`src/verilog/uesbm_pkg.sv`:
```
// ==========================================================
// endpoint status and bulk mode constants
package uesbm_pkg;

    // register byte addresses
    localparam logic [7:0] OFS_USB_CTRL = 8'h32;
    localparam logic [7:0] OFS_EP1_TX = 8'h3a;
    localparam logic [7:0] OFS_EP2_RX = 8'h3c;
    localparam logic [7:0] OFS_EP2_RX_CNT = 8'h3d;
    localparam logic [7:0] OFS_EP2_TX = 8'h3e;
    localparam logic [7:0] OFS_EP2_TX_CNT = 8'h3f;

    // field positions inside the control registers
    localparam int POS_MODE_LO = 6;
    localparam int POS_CTR = 3;
    localparam int POS_TOG = 2;
    localparam int POS_STAT_LO = 0;
    localparam int POS_FORCED_BUS_RESET_BIT = 0;

    // field widths and reset values
    localparam int CNT_W = 7;
    localparam logic [7:0] RST_CTL = 8'h00;
    localparam logic [6:0] RST_CNT = 7'h00;

    // handshake response codes
    typedef enum logic [1:0] {
        ST_DISABLED = 2'b00,
        ST_STALL = 2'b01,
        ST_NAK = 2'b10,
        ST_VALID = 2'b11
    } uesbm_stat_t;

    // endpoint 2 transfer modes
    typedef enum logic [1:0] {
        MD_NORMAL = 2'b00,
        MD_UPLOAD = 2'b01,
        MD_DOWNLOAD = 2'b10,
        MD_SPARE = 2'b11
    } uesbm_mode_t;

endpackage

```
`src/verilog/uesbm_core.sv`:
```
// Behaviour
// - usb reset clears control bits three to zero
// - ack of in sets transmit done flag, except a full upload packet
// - transmit toggle flips only after host ack
// - software may write all three toggle bits
// - transmit code: off, stall, nak, valid
// - correct transmission forces transmit code nak
// - endpoint 2 receive code: off, stall, nak, valid
// - correct reception forces receive code nak
// - transfer select: normal, upload, download
// - download: hardware revalidates out, no flag
// - short download packet ends mode, flag, nak
// - upload: in handled by hardware alike
// - receive code locked in download mode
// - transmit code locked in upload mode
// - receive register bits five:four read zero
// - receive toggle flips on matching good packet
// - good out on endpoint 2 sets flag, except a full download packet
// - receive counter decremented by bytes received, reloaded after a full download packet
// - transmit counter gives bytes of next in
module uesbm_core (
    // clock and reset
    input wire logic ref_clk,
    input wire logic sys_rst,
    // register port
    input wire logic [7:0] reg_addr,
    input wire logic [7:0] reg_wdata,
    input wire logic reg_wr,
    input wire logic reg_rd,
    output logic [7:0] reg_rdata,
    // events from the serial engine
    input wire logic usb_bus_reset,
    input wire logic ep1_in_acked,
    input wire logic ep2_in_acked,
    input wire logic ep2_out_good,
    input wire logic ep2_out_pid_match,
    input wire logic [6:0] ep2_out_bytes,
    // coprocessor buffer side
    input wire logic buf_rx_ready,
    input wire logic buf_tx_ready,
    input wire logic [6:0] buf_tx_bytes,
    // answers to the serial engine
    output logic [1:0] ep1_tx_stat,
    output logic ep1_tx_toggle,
    output logic [1:0] ep2_tx_stat,
    output logic ep2_tx_toggle,
    output logic [6:0] ep2_tx_count,
    output logic [1:0] ep2_rx_stat,
    output logic ep2_rx_toggle,
    output logic [6:0] ep2_rx_count,
    output logic [1:0] ep2_mode,
    output logic bus_reset_active
);

    // ======================================================
    // overview
    // software owns the control bytes and the two counters;
    // the serial engine reports finished transactions as
    // one-cycle pulses and reads back codes, toggles, counts;
    // in the bulk modes the buffer side reopens endpoint 2
    // without software; no packet data passes through here


    // ======================================================
    // state record
    // one record holds every bit of state, so reset and the
    // register stage are a single assignment each
    typedef struct packed {
        logic forced_bus_reset_bit;               // forced bus reset bit
        logic ep1_ctr;            // ep1 transmit done flag
        logic ep1_tog;            // ep1 transmit toggle
        logic [1:0] ep1_stat;     // ep1 transmit code
        logic [1:0] mode;         // ep2 transfer select
        logic rx_ctr;             // ep2 receive done flag
        logic rx_tog;             // ep2 receive toggle
        logic [1:0] rx_stat;      // ep2 receive code
        logic tx_ctr;             // ep2 transmit done flag
        logic tx_tog;             // ep2 transmit toggle
        logic [1:0] tx_stat;      // ep2 transmit code
        logic [6:0] rx_cnt;       // ep2 receive counter
        logic [6:0] rx_max;       // last size written by software
        logic [6:0] tx_cnt;       // ep2 transmit counter
        logic [6:0] tx_max;       // last size written by software
        logic [7:0] rdata;        // read data, one cycle late
    } uesbm_state_t;

    // the max fields keep the size software put in a counter;
    // the bulk modes compare against them to spot the short
    // packet that ends a transfer, and download reloads its
    // counter from them after every full packet

    uesbm_state_t st_reg;   // registered state
    uesbm_state_t st_next;  // next state

    // ======================================================
    // helpers

    // pack flag, toggle and code into a control byte
    // bits five:four always come back as zero
    function automatic logic [7:0] pack_ctl(
        input logic [1:0] hi,
        input logic ctr,
        input logic tog,
        input logic [1:0] stat
    );
        pack_ctl = {hi, 2'b00, ctr, tog, stat};
    endfunction

    // flag update: software clears by writing zero, event wins
    // writing one leaves the flag alone, so a write of other
    // fields cannot drop a flag software has not yet seen
    function automatic logic flag_upd(
        input logic cur,
        input logic wr,
        input logic wbit,
        input logic ev
    );
        flag_upd = (wr ? (cur & wbit) : cur) | ev;
    endfunction

    // ======================================================
    // next-state logic
    // block order is priority: writes, then hardware events,
    // then the usb reset clear; later blocks win a cycle
    always_comb begin
        logic wr_ctl;
        logic wr_ep1;
        logic wr_rx;
        logic wr_rxc;
        logic wr_tx;
        logic wr_txc;
        logic usb_rst;
        logic dl_mode;
        logic ul_mode;
        logic short_rx;
        logic short_tx;
        wr_ctl = 1'b0;
        wr_ep1 = 1'b0;
        wr_rx = 1'b0;
        wr_rxc = 1'b0;
        wr_tx = 1'b0;
        wr_txc = 1'b0;
        // mode and length helpers, worked out below
        usb_rst = 1'b0;
        dl_mode = 1'b0;
        ul_mode = 1'b0;
        short_rx = 1'b0;
        short_tx = 1'b0;

        // hold state; read data lasts one cycle only
        st_next = st_reg;
        st_next.rdata = 8'h00;

        // write address decode
        // one register per cycle; unmapped writes are dropped
        if (reg_wr && reg_addr == uesbm_pkg::OFS_USB_CTRL) begin
            wr_ctl = 1'b1;
        end else if (reg_wr && reg_addr == uesbm_pkg::OFS_EP1_TX) begin
            wr_ep1 = 1'b1;
        end else if (reg_wr && reg_addr == uesbm_pkg::OFS_EP2_RX) begin
            wr_rx = 1'b1;
        end else if (reg_wr &&
                     reg_addr == uesbm_pkg::OFS_EP2_RX_CNT) begin
            wr_rxc = 1'b1;
        end else if (reg_wr && reg_addr == uesbm_pkg::OFS_EP2_TX) begin
            wr_tx = 1'b1;
        end else if (reg_wr &&
                     reg_addr == uesbm_pkg::OFS_EP2_TX_CNT) begin
            wr_txc = 1'b1;
        end

        // read address decode, unmapped reads give zero
        // the byte shows on the port in the next cycle only
        if (reg_rd && reg_addr == uesbm_pkg::OFS_USB_CTRL) begin
            // only the forced reset bit lives in this block
            st_next.rdata = {7'h00, st_reg.forced_bus_reset_bit};
        end else if (reg_rd && reg_addr == uesbm_pkg::OFS_EP1_TX) begin
            st_next.rdata = pack_ctl(2'b00, st_reg.ep1_ctr,
                                     st_reg.ep1_tog, st_reg.ep1_stat);
        end else if (reg_rd && reg_addr == uesbm_pkg::OFS_EP2_RX) begin
            // bits five:four are packed as zero
            st_next.rdata = pack_ctl(st_reg.mode, st_reg.rx_ctr,
                                     st_reg.rx_tog, st_reg.rx_stat);
        end else if (reg_rd &&
                     reg_addr == uesbm_pkg::OFS_EP2_RX_CNT) begin
            // counters are seven bits, bit seven reads zero
            st_next.rdata = {1'b0, st_reg.rx_cnt};
        end else if (reg_rd && reg_addr == uesbm_pkg::OFS_EP2_TX) begin
            // transmit bytes carry no select field
            st_next.rdata = pack_ctl(2'b00, st_reg.tx_ctr,
                                     st_reg.tx_tog, st_reg.tx_stat);
        end else if (reg_rd &&
                     reg_addr == uesbm_pkg::OFS_EP2_TX_CNT) begin
            st_next.rdata = {1'b0, st_reg.tx_cnt};
        end


        // tests use the held state: a mode write acts next cycle
        // a packet is short below the programmed size
        dl_mode = (st_reg.mode == uesbm_pkg::MD_DOWNLOAD);
        ul_mode = (st_reg.mode == uesbm_pkg::MD_UPLOAD);
        short_rx = (ep2_out_bytes < st_reg.rx_max);
        short_tx = (st_reg.tx_cnt < st_reg.tx_max);

        // forced reset bit
        // a level: the reset clear repeats while it stays set
        if (wr_ctl) begin
            st_next.forced_bus_reset_bit = reg_wdata[uesbm_pkg::POS_FORCED_BUS_RESET_BIT];
        end

        // ----- endpoint 1 transmission -----
        // a host ack below beats a write in the same cycle
        if (wr_ep1) begin
            st_next.ep1_tog = reg_wdata[uesbm_pkg::POS_TOG];
            st_next.ep1_stat = reg_wdata[1:0];
        end
        st_next.ep1_ctr = flag_upd(st_reg.ep1_ctr, wr_ep1,
                                   reg_wdata[uesbm_pkg::POS_CTR],
                                   ep1_in_acked);
        if (ep1_in_acked) begin
            // ack from host moves to the other data pid
            st_next.ep1_tog = ~st_reg.ep1_tog;
            st_next.ep1_stat = uesbm_pkg::ST_NAK;
        end

        // ----- endpoint 2 reception register -----
        // the select is always writable; only the code locks,
        // judged on the mode held before this write
        if (wr_rx) begin
            st_next.mode = reg_wdata[uesbm_pkg::POS_MODE_LO +: 2];
            st_next.rx_tog = reg_wdata[uesbm_pkg::POS_TOG];
            // code is locked while download runs
            if (!dl_mode) begin
                st_next.rx_stat = reg_wdata[1:0];
            end
        end
        if (wr_rxc) begin
            // software loads the allocated size
            // kept as the download short-packet limit
            st_next.rx_cnt = reg_wdata[6:0];
            st_next.rx_max = reg_wdata[6:0];
        end

        // ----- endpoint 2 transmission register -----
        // in upload only hardware moves the code
        if (wr_tx) begin
            st_next.tx_tog = reg_wdata[uesbm_pkg::POS_TOG];
            // code is locked while upload runs
            if (!ul_mode) begin
                st_next.tx_stat = reg_wdata[1:0];
            end
        end
        if (wr_txc) begin
            // software loads the bytes for the next in
            // and the size that marks a short upload packet
            st_next.tx_cnt = reg_wdata[6:0];
            st_next.tx_max = reg_wdata[6:0];
        end

        // ----- endpoint 2 good out packet -----
        // toggle follows the pid match, counter drops by the
        // bytes taken, code parks on nak until reopened
        if (ep2_out_good) begin
            // a repeated packet keeps the expected pid
            if (ep2_out_pid_match) begin
                st_next.rx_tog = ~st_reg.rx_tog;
            end
            // remaining space after the packet
            st_next.rx_cnt = 7'(st_reg.rx_cnt - ep2_out_bytes);
            st_next.rx_stat = uesbm_pkg::ST_NAK;
            if (dl_mode && short_rx) begin
                // short packet closes the bulk download
                st_next.mode = uesbm_pkg::MD_NORMAL;
            end else if (dl_mode) begin
                // full packet: counter rearmed for the next one
                st_next.rx_cnt = st_reg.rx_max;
            end
        end
        // a full download packet raises no flag
        st_next.rx_ctr = flag_upd(st_reg.rx_ctr, wr_rx,
                                  reg_wdata[uesbm_pkg::POS_CTR],
                                  ep2_out_good &&
                                  (!dl_mode || short_rx));


        // download: reopen the endpoint once the buffer has room
        // skipped in a packet cycle so its nak is not lost
        if (dl_mode && !ep2_out_good && buf_rx_ready &&
            st_reg.rx_stat == uesbm_pkg::ST_NAK) begin
            st_next.rx_stat = uesbm_pkg::ST_VALID;
        end


        // ----- endpoint 2 acknowledged in packet -----
        // in upload a packet below the size ends the transfer
        if (ep2_in_acked) begin
            st_next.tx_tog = ~st_reg.tx_tog;
            st_next.tx_stat = uesbm_pkg::ST_NAK;
            if (ul_mode && short_tx) begin
                // short packet closes the bulk upload
                st_next.mode = uesbm_pkg::MD_NORMAL;
            end
        end
        // full upload packets stay silent, as in download
        st_next.tx_ctr = flag_upd(st_reg.tx_ctr, wr_tx,
                                  reg_wdata[uesbm_pkg::POS_CTR],
                                  ep2_in_acked &&
                                  (!ul_mode || short_tx));


        // upload: take the next packet size from the buffer
        // size and code move together, so no stale size is sent
        if (ul_mode && !ep2_in_acked && buf_tx_ready &&
            st_reg.tx_stat == uesbm_pkg::ST_NAK) begin
            st_next.tx_cnt = buf_tx_bytes;
            st_next.tx_stat = uesbm_pkg::ST_VALID;
        end


        // ----- usb reset, from the bus or forced -----
        // last, so it beats every write and event above;
        // counters, sizes, select and forced bit are kept
        usb_rst = usb_bus_reset | st_reg.forced_bus_reset_bit;
        if (usb_rst) begin
            // toggles restart on data0, codes on disabled
            st_next.ep1_ctr = 1'b0;
            st_next.ep1_tog = 1'b0;
            st_next.ep1_stat = uesbm_pkg::ST_DISABLED;
            st_next.rx_ctr = 1'b0;
            st_next.rx_tog = 1'b0;
            st_next.rx_stat = uesbm_pkg::ST_DISABLED;
            st_next.tx_ctr = 1'b0;
            st_next.tx_tog = 1'b0;
            st_next.tx_stat = uesbm_pkg::ST_DISABLED;
        end
    end

    // ======================================================
    // state register
    // synchronous reset: all fields zero, the reset byte
    // of every register
    always_ff @(posedge ref_clk) begin
        if (sys_rst) begin
            st_reg <= '0;
        end else begin
            // every field takes its computed next value
            st_reg <= st_next;
        end
    end

    // ======================================================
    // outputs
    // all from the state record except the reset indication,
    // which follows the bus reset input in the same cycle
    assign reg_rdata = st_reg.rdata;
    assign ep1_tx_stat = st_reg.ep1_stat;
    assign ep1_tx_toggle = st_reg.ep1_tog;
    assign ep2_tx_stat = st_reg.tx_stat;
    assign ep2_tx_toggle = st_reg.tx_tog;
    assign ep2_tx_count = st_reg.tx_cnt;
    assign ep2_rx_stat = st_reg.rx_stat;
    assign ep2_rx_toggle = st_reg.rx_tog;
    assign ep2_rx_count = st_reg.rx_cnt;
    assign ep2_mode = st_reg.mode;
    assign bus_reset_active = usb_bus_reset | st_reg.forced_bus_reset_bit;

endmodule

```
`config.mk`:
```
export PLATFORM = sky130hd
export DESIGN_NAME = uesbm_core
export DESIGN_NICKNAME = d
export VERILOG_FILES = /design/src/verilog/uesbm_pkg.sv /design/src/verilog/uesbm_core.sv
export SDC_FILE = /design/constraint.sdc
export NUM_CORES = 1
export LEC_CHECK = 0
export ABC_AREA = 1
export ABC_CLOCK_PERIOD_IN_PS = 3520
export BUFFER_PORTS_ARGS = -buffer_cell sky130_fd_sc_hd__buf_2
export CORE_UTILIZATION = 50
export CTS_CLUSTER_SIZE = 16
export DETAILED_ROUTE_END_ITERATION = 12
export PLACE_DENSITY = 0.82
export SLEW_MARGIN = 20
export SYNTH_ARGS = -nofsm -noshare
export SYNTH_HDL_FRONTEND = slang
export SYNTH_SLANG_ARGS = --single-unit
```
`constraint.sdc`:
```
create_clock -name ref_clk -period 3.52 [get_ports ref_clk]
set_input_delay 0.704 -clock ref_clk [delete_from_list [all_inputs] [get_ports ref_clk]]
set_output_delay 0.704 -clock ref_clk [all_outputs]
set_load 0.02 [all_outputs]
```
==> results of run 1 <==
## worst min-delay path: stages, from the launching register on
cell and delay [ps]:
dfxtp_1 320, inv_1 50, a21oi_1 50
## cell type report
class / instances / area share
clock inverters: 3 / 0.01163
multi-input cells: 339 / 0.4939
well taps: 80 / 0.02659
clock buffers: 5 / 0.01828
repair buffers: 74 / 0.09837
flip-flops and latches: 51 / 0.2712
inverters: 80 / 0.08009
## kinds of logic (layout without fill, tap and decap cells)
group                    Yosys count  after routing  share of synthesized area
buffers and inverters            119            162                     0.1728
adder cells (fa/ha/maj)           19             19                    0.07043
AO/OA/AOI/OAI                     81             81                     0.1297
XOR/XNOR                           4              4                    0.01006
AND/OR/NAND/NOR                  235            235                     0.3238
flip-flops                        51             51                     0.2932
## per-layer routing
| layer | part of all wire | vias up | track usage | wire length (um) |
|---|---|---|---|---|
| met3 | 0.073 | 18 | 0.04183 | 616 |
| met1 | 0.44 | 1510 | 0.3081 | 3692 |
| met5 | 0 | - | 0 | 0 |
| met2 | 0.47 | 144 | 0.4022 | 3991 |
| li1 | - | 1693 | - | - |
| met4 | 0.016 | 0 | 0.07121 | 137 |
## placed cells by master, fill, tap and decap left out, types with 2 or more instances in the layout
cell        n
nor3_2      3
nor2_4      4
o21ai_0    12
nor3_1      6
nand3_1    28
clkbuf_8    5
a31oi_1     8
nor3_4      2
o211ai_1    6
a21oi_1    41
nand2_2     7
inv_2      10
nand3_2     2
nand4_1    11
buf_2      74
o21ai_1     7
nor2_1     21
nor2_2      2
ha_1       18
inv_1      68
xor2_1      3
nand2_1   142
dfxtp_1    51
clkinv_2    2
## how the worst max path moves through the flow
stage | from | slack, ps | cells past startpoint | end
6_report | ep2_out_bytes[6] | 1550 | 12 | ep2_rx_count[6]$_SDFFE_PP0P_
5_1_grt | ep2_out_bytes[6] | 1400 | 12 | ep2_rx_count[6]$_SDFFE_PP0P_
4_1_cts | ep2_out_bytes[6] | 1560 | 12 | ep2_rx_count[6]$_SDFFE_PP0P_
3_5_place_dp | ep2_out_bytes[6] | 1220 | 12 | ep2_rx_count[6]$_SDFFE_PP0P_
3_3_place_gp | ep2_out_bytes[6] | 1310 | 12 | ep2_rx_count[6]$_SDFFE_PP0P_
2_1_floorplan | ep2_out_bytes[6] | 1600 | 10 | ep2_rx_count[3]$_SDFFE_PP0P_
## power groups by stage
stage,registers [mW],clock network (mW),logic (mW)
6_report,0.610,0.413,0.244
5_1_grt,0.612,0.447,0.270
4_1_cts,0.610,0.419,0.242
3_5_place_dp,0.624,0,0.241
3_3_place_gp,0.624,0,0.235
2_1_floorplan,0.619,0,0.185
## through the flow
stage / hold slack, ps / instance area (um2)
finish: 462.9 / 3765
global route: 484.2 / 3765
CTS: 466.2 / 3765
detailed placement: 454.3 / 3652
global placement: 440.4 / 3652
floorplan: 428.3 / 3482
==> out/qor.yml, run 1 <==
outcome: "complete, no violations"
drtIter0Drc: 254
cp.buffers_inverters: 2
synth_top_area_share: 0.2932
rsz0062_at_grt: "no"
r2r_end: "ep2_rx_count[6]$_SDFFE_PP0P_"
r2r_start: "st_reg[24]$_SDFFE_PP0P_"
cts_buffer_depth: 2
die_area_um2: 7302
avgSynthCellArea_um2: 6.841
p_comb_frac: 0.192
ctsResizeCount: 0
finalWorstSetupSlack_ps: 1550
drc: 0
ys_seq_area_frac: 0.2932
ys_ff_latch: 51
postCtsSetupBuffers: 0
antenna_found_initial: 0
grt_use_total: 0.2373
dp_cells: 624
wl_per_cell_um: 13.35
multiInputGateArea_um2: 1859
leakagePower_nw: 1.857
regToRegSetupSlack_ps: 1620
slowest_delay_ps: 310
syn-instance-count: 509
dr.pass1.iters: 5
largest_reg_flops: 18
cts-root-buf: "clkbuf_8"
power_density_nw_per_um2: 336.5
max-cap-violations: 0
r2r_cells: 12
clock_sinks: 51
syn-num-nets: 569
numPortBuffers: 74
num_vias: 3365
area_delta_synth_final_pct: 8.121
crit_family: "simple AND/OR/NAND/NOR gates"
startpoint_type: "input pin"
hold_path_depth: 2
nets: 611
setup_violations: 0
synth.cell_area_um2: 3482
h-tree-depth: 2
crit_path_end_kind: "flop"
netlist_top_cells_count: "142 x nand2_1, 68 x inv_1, 51 x dfxtp_1, 41 x a21oi_1, 30 x buf_4"
yosysWarnings: 0
grt_remaining_overflow: 0
max_slew_margin: 0.5331
worstSkewPairLatency_ps: 320
fin_crit_ps: 1970
critical_path.max_fanout: 12
async_flop_share: 0
grt_pass1_wl_mm: 13.90
io_pins: 75
slowest_stage: "ha_1"
synthTopCellsByArea: "dfxtp_1 29%, nand2_1 15%, inv_1 7.3%"
finalWeightedCongestion: 0.9122
fillers: 656
clkTransAtPathRegs_ps: 100
report.final.slew_viol_count: 0
cp_common_cell: "nand2_1"
cp.required_ps: 3710
synth-edff-count: 0
regArea_um2: 1021
power_mw: 1.267
sw_frac_of_total: 0.2943
hold_viol: 0
core_um2: 6756
min_from: "st_reg[50]$_SDFFE_PP0P_"
worstPathArrival_ps: 2150
drive_above_1_share: 0.2156
ir_drop_mv: 0.1868
cts_tree: "built"
holdPathEnd: "st_reg[50]$_SDFFE_PP0P_"
fin_skew_ps: 14.24
power_frac_seq: 0.482
hold_class: "reg -> reg"
final_core_util: 0.5572
grt_pass1_vias: 3045
finalNonFillerCells: 632
die_y_um: 85.45
period_share: 0.5595
preCtsSetupSlack_ps: 1221
ys.flop_type: "dfxtp_1"
tightestPinTransition_ps: 697.8
start_util: 0.5154
grt_max_degree: 34
synth_cell_types: 45
fmax_ghz: 0.5077
clock_power_share: 0.326
n_antenna_cell: 0
rows: 30
p_int_uw: 894.0
critPathKind: "in -> reg"
dpl.hpwl_mm: 6.678
numCtsBuffers: 5
ant_nets: 0
p_sw_uw: 372.8
hold_buffers: 0
finalWirelength_mm: 8.438
finalSetupTns_ps: 0
die_w_um: 85.45
yosysMostFrequentCell: "nand2_1"
synth_top_area_cell: "dfxtp_1"
worstPathCellList: "buf_2, ha_1, nand2_1, inv_1, a21oi_1, nand2_1, nand2_1, nand2_1, nand2_1, nand2_1, nand2_1, a21oi_1"
viasPerCell: 5.324
(Power assumes the default switching activity.)
==> run 2, diff against run 1 <==
--- a/config.mk
+++ b/config.mk
@@ -6,7 +6,7 @@
 export NUM_CORES = 1
 export LEC_CHECK = 0
 export ABC_AREA = 1
-export ABC_CLOCK_PERIOD_IN_PS = 3520
+export ABC_CLOCK_PERIOD_IN_PS = 2009
 export BUFFER_PORTS_ARGS = -buffer_cell sky130_fd_sc_hd__buf_2
 export CORE_UTILIZATION = 50
 export CTS_CLUSTER_SIZE = 16
==> constraint.sdc (replaced) <==
create_clock -name ref_clk -period 2.01 [get_ports ref_clk]
set_input_delay 0.402 -clock ref_clk [delete_from_list [all_inputs] [get_ports ref_clk]]
set_output_delay 0.402 -clock ref_clk [all_outputs]
set_load 0.02 [all_outputs]
==> run 2 against run 1 <==
  * Sequential share of layout area fell by 0.32 points
  * Global-route usage up 0.80 points
  * Worst setup slack got worse by 1300 ps
  * Utilization grew 0.67 points
  * Die area is the same
  * Critical path type is now reg -> reg
  * Largest cell class unchanged
==> out/qor.yml, run 2 (synthesized netlist as in run 1, its figures left out) <==
n_antenna_cell: 0  # unchanged
r2r_cells: 12  # unchanged
ir_drop_mv: 0.2681  # +43%
rsz0062_at_grt: "no"
r2r_end: "ep2_rx_count[6]$_SDFFE_PP0P_"
hold_path_depth: 3  # +1
viasPerCell: 5.323  # about the same
setup_violations: 0  # unchanged
area_delta_synth_final_pct: 9.414
die_y_um: 85.45  # unchanged
largest_reg_flops: 18  # unchanged
regToRegSetupSlack_ps: 260  # -1360 ps
numCtsBuffers: 5  # unchanged
fin_crit_ps: 1753
critPathKind: "reg -> reg"
h-tree-depth: 2  # unchanged
dpl.hpwl_mm: 6.844  # +2.5%
holdPathEnd: "ep2_tx_count[1]$_SDFFE_PP0P_"
max-cap-violations: 0  # unchanged
grt_remaining_overflow: 0  # unchanged
postCtsSetupBuffers: 0  # unchanged
clkTransAtPathRegs_ps: 100  # about the same
cp.required_ps: 2210  # -1500 ps
die_w_um: 85.45  # unchanged
grt_pass1_vias: 3175  # +4.3%
numPortBuffers: 74  # unchanged
finalSetupTns_ps: 0  # unchanged
power_density_nw_per_um2: 616.1  # +83%
r2r_start: "st_reg[24]$_SDFFE_PP0P_"
report.final.slew_viol_count: 0  # unchanged
io_pins: 75  # unchanged
cts_buffer_depth: 2  # unchanged
num_vias: 3380  # +0.45%
drtIter0Drc: 220  # -13%
worstSkewPairLatency_ps: 310  # about the same
final_common_cell: "nand2_1"
critical_path.max_fanout: 12  # unchanged
core_um2: 6756  # unchanged
cts_tree: "built"
startpoint_type: "flop"
ant_nets: 0  # unchanged
final_cell_mix: "141 x nand2_1, 74 x buf_2, 68 x inv_1, 51 x dfxtp_1, 41 x a21oi_1"
leakagePower_nw: 1.880  # +1.2%
outcome: "complete, no violations"
nets: 614  # +0.49%
drive_above_1_share: 0.2198  # +0.004240
max_slew_margin: 0.5581  # +0.02503
grt_max_degree: 32  # -5.9%
start_util: 0.5154  # unchanged
dr.pass1.iters: 5  # unchanged
clock_sinks: 51  # unchanged
fmax_ghz: 0.5705
fin_skew_ps: 13.79  # -0.4512 ps
grt_use_total: 0.2453  # +0.007956
crit_path_end_kind: "flop"
whs_ps: 344.4  # -118.5 ps
rows: 30  # unchanged
finalWeightedCongestion: 0.9220  # +1.1%
finalWirelength_mm: 8.561  # +1.5%
min_from: "buf_tx_bytes[1]"
wl_per_cell_um: 13.48  # +0.98%
die_area_um2: 7302  # unchanged
drc: 0  # unchanged
worstPathArrival_ps: 1950  # -200 ps
period_share: 0.8720
antenna_found_initial: 0  # unchanged
tightestPinTransition_ps: 660.4  # -37.41 ps
hold_class: "in -> reg"
grt_pass1_wl_mm: 14.20  # +2.1%
hold_viol: 0  # unchanged
cts-root-buf: "clkbuf_8"
-- run 2: cell types whose count changed in the layout (fill, tap and decap cells not counted), sizes merged --
| cell | previous run | this run |
|---|---|---|
| buf | 74 | 77 |
| clkinv | 4 | 2 |
| bufinv | 1 | 2 |
| clkbuf | 5 | 6 |
-- run 2: layer usage --
layer  vias to the layer above  track usage  part of all wire
met5                         -            0                 0
met1                      1533       0.3205              0.44
met4                         0       0.1076             0.027
met3                        27      0.03794             0.059
met2                       120       0.4007              0.47
li1                       1700            -                 -
-- run 2: cell type report --
| type | count | area, um2 |
|---|---|---|
| Clock buffer | 6 | 72.57 |
| Clock inverter | 2 | 60.06 |
| Fill cell | 643 | 2947 |
| Inverter | 80 | 301.5 |
| Multi-Input combinational cell | 339 | 1862 |
| Sequential cell | 51 | 1021 |
| Tap cell | 80 | 100.1 |
| Timing Repair Buffer | 77 | 392.9 |
-- run 2: worst max path at each step --
stage,cells after the start,slack [ps],from,to
after floorplan,10,390,ep2_out_bytes[6],ep2_rx_count[3]$_SDFFE_PP0P_
after global placement,12,150,ep2_out_bytes[6],ep2_rx_count[6]$_SDFFE_PP0P_
after detailed placement,12,70,ep2_out_bytes[6],ep2_rx_count[6]$_SDFFE_PP0P_
after CTS,12,170,st_reg[24]$_SDFFE_PP0P_,ep2_rx_count[6]$_SDFFE_PP0P_
after global routing,12,100,st_reg[24]$_SDFFE_PP0P_,ep2_rx_count[6]$_SDFFE_PP0P_
final,12,260,st_reg[24]$_SDFFE_PP0P_,ep2_rx_count[6]$_SDFFE_PP0P_
-- run 2: timing repair --
action                                  in CTS  in global routing
gates resized for setup                      0                  1
hold buffers                                 0                  0
endpoints found under the setup margin       0                  1
-- run 2: worst max-delay path, stage by stage (launching register included) --
cell and delay [ps]:
dfxtp_1 420, inv_1 70, ha_1 290, a21oi_1 160, nand2_1 70, nand2_1 50
nand2_1 90, nand2_2 190, nand2_1 100, nand2_1 70, nand2_1 50, nand2_1 50
a21oi_1 50
-- run 2: through the flow --
step	instance area [um2]	util	cells	worst slack, ps	power [mW]
2_1_floorplan	3482	-	509	387.7	1.407
3_3_place_gp	3675	0.5439	627	154.2	1.510
3_5_place_dp	3675	0.5439	627	73.07	1.522
4_1_cts	3807	0.5635	635	169.1	2.347
5_1_grt	3810	0.5639	635	97.08	2.449
6_report	3810	0.5639	635	257.2	2.347
-- run 2: power breakdown --
part	total, mW	leakage [nW]	switching (mW)	internal (mW)
Combinational	0.436	1.40	0.275	0.161
Sequential	1.07	0.414	0.0305	1.04
Clock	0.843	0.0654	0.345	0.498
==> run 3, diff against run 2 <==
--- a/config.mk
+++ b/config.mk
@@ -8,10 +8,12 @@
 export ABC_AREA = 1
 export ABC_CLOCK_PERIOD_IN_PS = 2009
 export BUFFER_PORTS_ARGS = -buffer_cell sky130_fd_sc_hd__buf_2
+export CORE_MARGIN = 4
 export CORE_UTILIZATION = 50
 export CTS_CLUSTER_SIZE = 16
 export DETAILED_ROUTE_END_ITERATION = 12
 export PLACE_DENSITY = 0.82
+export REMOVE_ABC_BUFFERS = 1
 export SLEW_MARGIN = 20
 export SYNTH_ARGS = -nofsm -noshare
 export SYNTH_HDL_FRONTEND = slang
==> run 3 against run 2 <==
  * First-iteration DRC count up 20%
  * Via count up 0.30%
  * Worst setup slack worse by 49 ps
  * Fmax down 2.7%
  * Die area up 15%
  * Critical path type unchanged
  * Largest cell class unchanged
  * Highest routed layer unchanged
==> out/qor.yml, run 3 (synthesized netlist as in run 1, its figures left out) <==
outcome: "complete, no violations"
die_w_um: 91.45  # +7.0%
largest_reg_flops: 18  # unchanged
whs_ps: 329.9  # -14.50 ps
drc: 0  # unchanged
final_core_util: 0.5645  # +0.0005680
clkTransAtPathRegs_ps: 90  # about the same
worstSkewPairLatency_ps: 310  # about the same
fillers: 624  # -3.0%
fin_skew_ps: 4.712  # -9.077 ps
ir_drop_mv: 0.3755  # +40%
h-tree-depth: 2  # unchanged
postCtsSetupBuffers: 0  # unchanged
drt-met1-wl_mm: 3.732  # -0.67%
regToRegSetupSlack_ps: 210  # -50 ps
numPortBuffers: 74  # unchanged
rows: 30  # unchanged
critPathKind: "reg -> reg"
dr_wl_met3_um: 613  # +21%
dpl.hpwl_mm: 7.027  # +2.7%
final_cell_mix: "142 x nand2_1, 74 x buf_2, 68 x inv_1, 51 x dfxtp_1, 41 x a21oi_1"
ctsResizeCount: 0  # unchanged
critical_path.max_fanout: 12  # unchanged
num_vias: 3390  # +0.30%
max-cap-violations: 0  # unchanged
ant_nets: 0  # unchanged
cp-startpoint: "st_reg[24]$_SDFFE_PP0P_"
start_util: 0.5125  # -0.002847
finalWeightedCongestion: 0.9025  # -2.1%
n_antenna_cell: 0  # unchanged
grt_max_degree: 30  # -6.3%
worstPathArrival_ps: 1990  # +40 ps
drtIter0Drc: 263  # +20%
die_y_um: 91.45  # +7.0%
wl_per_cell_um: 13.42  # -0.43%
dp_cells: 644  # +2.7%
area_delta_synth_final_pct: 10.13
cts-root-buf: "clkbuf_8"
preCtsSetupSlack_ps: 80.25  # +7.181 ps
grt_remaining_overflow: 0  # unchanged
period_share: 0.8963  # +0.02429
grt_pass1_wl_mm: 14.31  # +0.77%
fmax_ghz: 0.5551  # -2.7%
finalSetupTns_ps: 0  # unchanged
max_slew_margin: 0.5775  # +0.01940
final_common_cell: "nand2_1"
hold_viol: 0  # unchanged
drive_above_1_share: 0.2194  # -0.0003954
numCtsBuffers: 5  # unchanged
fin_crit_ps: 1802  # +48.82 ps
crit_path_end: "ep2_rx_count[6]$_SDFFE_PP0P_"
nets: 615  # +0.16%
finalWirelength_mm: 8.752  # +2.2%
cp.required_ps: 2200  # about the same
tightestPinTransition_ps: 631.4  # -28.99 ps
dr.pass1.iters: 5  # unchanged
hold_path_depth: 2  # -1
wl_met2_mm: 4.296  # +5.7%
report.final.slew_viol_count: 0  # unchanged
finalWorstSetupSlack_ps: 208.4  # -48.82 ps
postLayoutCellArea_um2: 3835  # +0.66%
crit_path_end_kind: "flop"
startpoint_type: "flop"
clock_sinks: 51  # unchanged
die_area_um2: 8363  # +15%
r2r_cells: 12  # unchanged
grt_use_total: 0.2083  # -0.03696
core_um2: 6794  # +0.56%
cts_tree: "built"
viasPerCell: 5.199  # -2.3%
power_density_nw_per_um2: 611.2  # -0.79%
leakagePower_nw: 1.884  # +0.23%
hold_class: "in -> reg"
rsz0062_at_grt: "no"
placed_area_um2: 3702  # +0.75%
r2r_start: "st_reg[24]$_SDFFE_PP0P_"
io_pins: 75  # unchanged
power_mw: 2.344  # -0.14%
finalNonFillerCells: 652  # +2.7%
cts_buffer_depth: 2  # unchanged
grt_pass1_vias: 3139  # -1.1%
hold_buffers: 0  # unchanged
r2r_end: "ep2_rx_count[6]$_SDFFE_PP0P_"
setup_violations: 0  # unchanged
antenna_found_initial: 0  # unchanged
top_layer_used: "met4"
-- run 3: worst max-delay path, cell delays in order (launching register included) --
cell and delay, ps:
dfxtp_1 380, inv_1 60, ha_1 280, a21oi_1 140
nand2_1 80, nand2_1 60, nand2_1 60, nand2_1 270
nand2_1 120, nand2_1 70, nand2_1 40, nand2_1 50
a21oi_1 60
-- run 3: how the worst min path moves through the flow --
stage / from / end / slack, ps
after floorplan: st_reg[50]$_SDFFE_PP0P_ / st_reg[50]$_SDFFE_PP0P_ / 430
after global placement: st_reg[50]$_SDFFE_PP0P_ / st_reg[50]$_SDFFE_PP0P_ / 440
after detailed placement: st_reg[50]$_SDFFE_PP0P_ / st_reg[50]$_SDFFE_PP0P_ / 450
after CTS: sys_rst / ep2_tx_count[2]$_SDFFE_PP0P_ / 320
after global routing: sys_rst / reg_rdata[7]$_SDFF_PP0_ / 340
final: sys_rst / ep2_tx_count[2]$_SDFFE_PP0P_ / 330
-- run 3: layout make-up --
class / instances / area (um2) / share of cell area
multi-input combinational: 339 / 1859 / 0.4848
sequential: 51 / 1021 / 0.2662
inverter: 80 / 301.5 / 0.07863
clock inverter: 2 / 60.06 / 0.01566
timing repair buffer: 78 / 400.4 / 0.1044
tap: 96 / 120.1 / 0.03132
clock buffer: 6 / 72.57 / 0.01892
-- run 3: report_power, final --
| group | switching, mW | internal, mW |
|---|---|---|
| Combinational | 0.272 | 0.162 |
| Sequential | 0.0299 | 1.04 |
| Clock | 0.344 | 0.498 |
-- run 3: metal layers --
metal  vias to the layer above  global-route usage
li1                       1705                   -
met1                      1549              0.2617
met2                       122              0.3609
met3                        14             0.04640
met4                         0             0.04774
met5                         -                   0
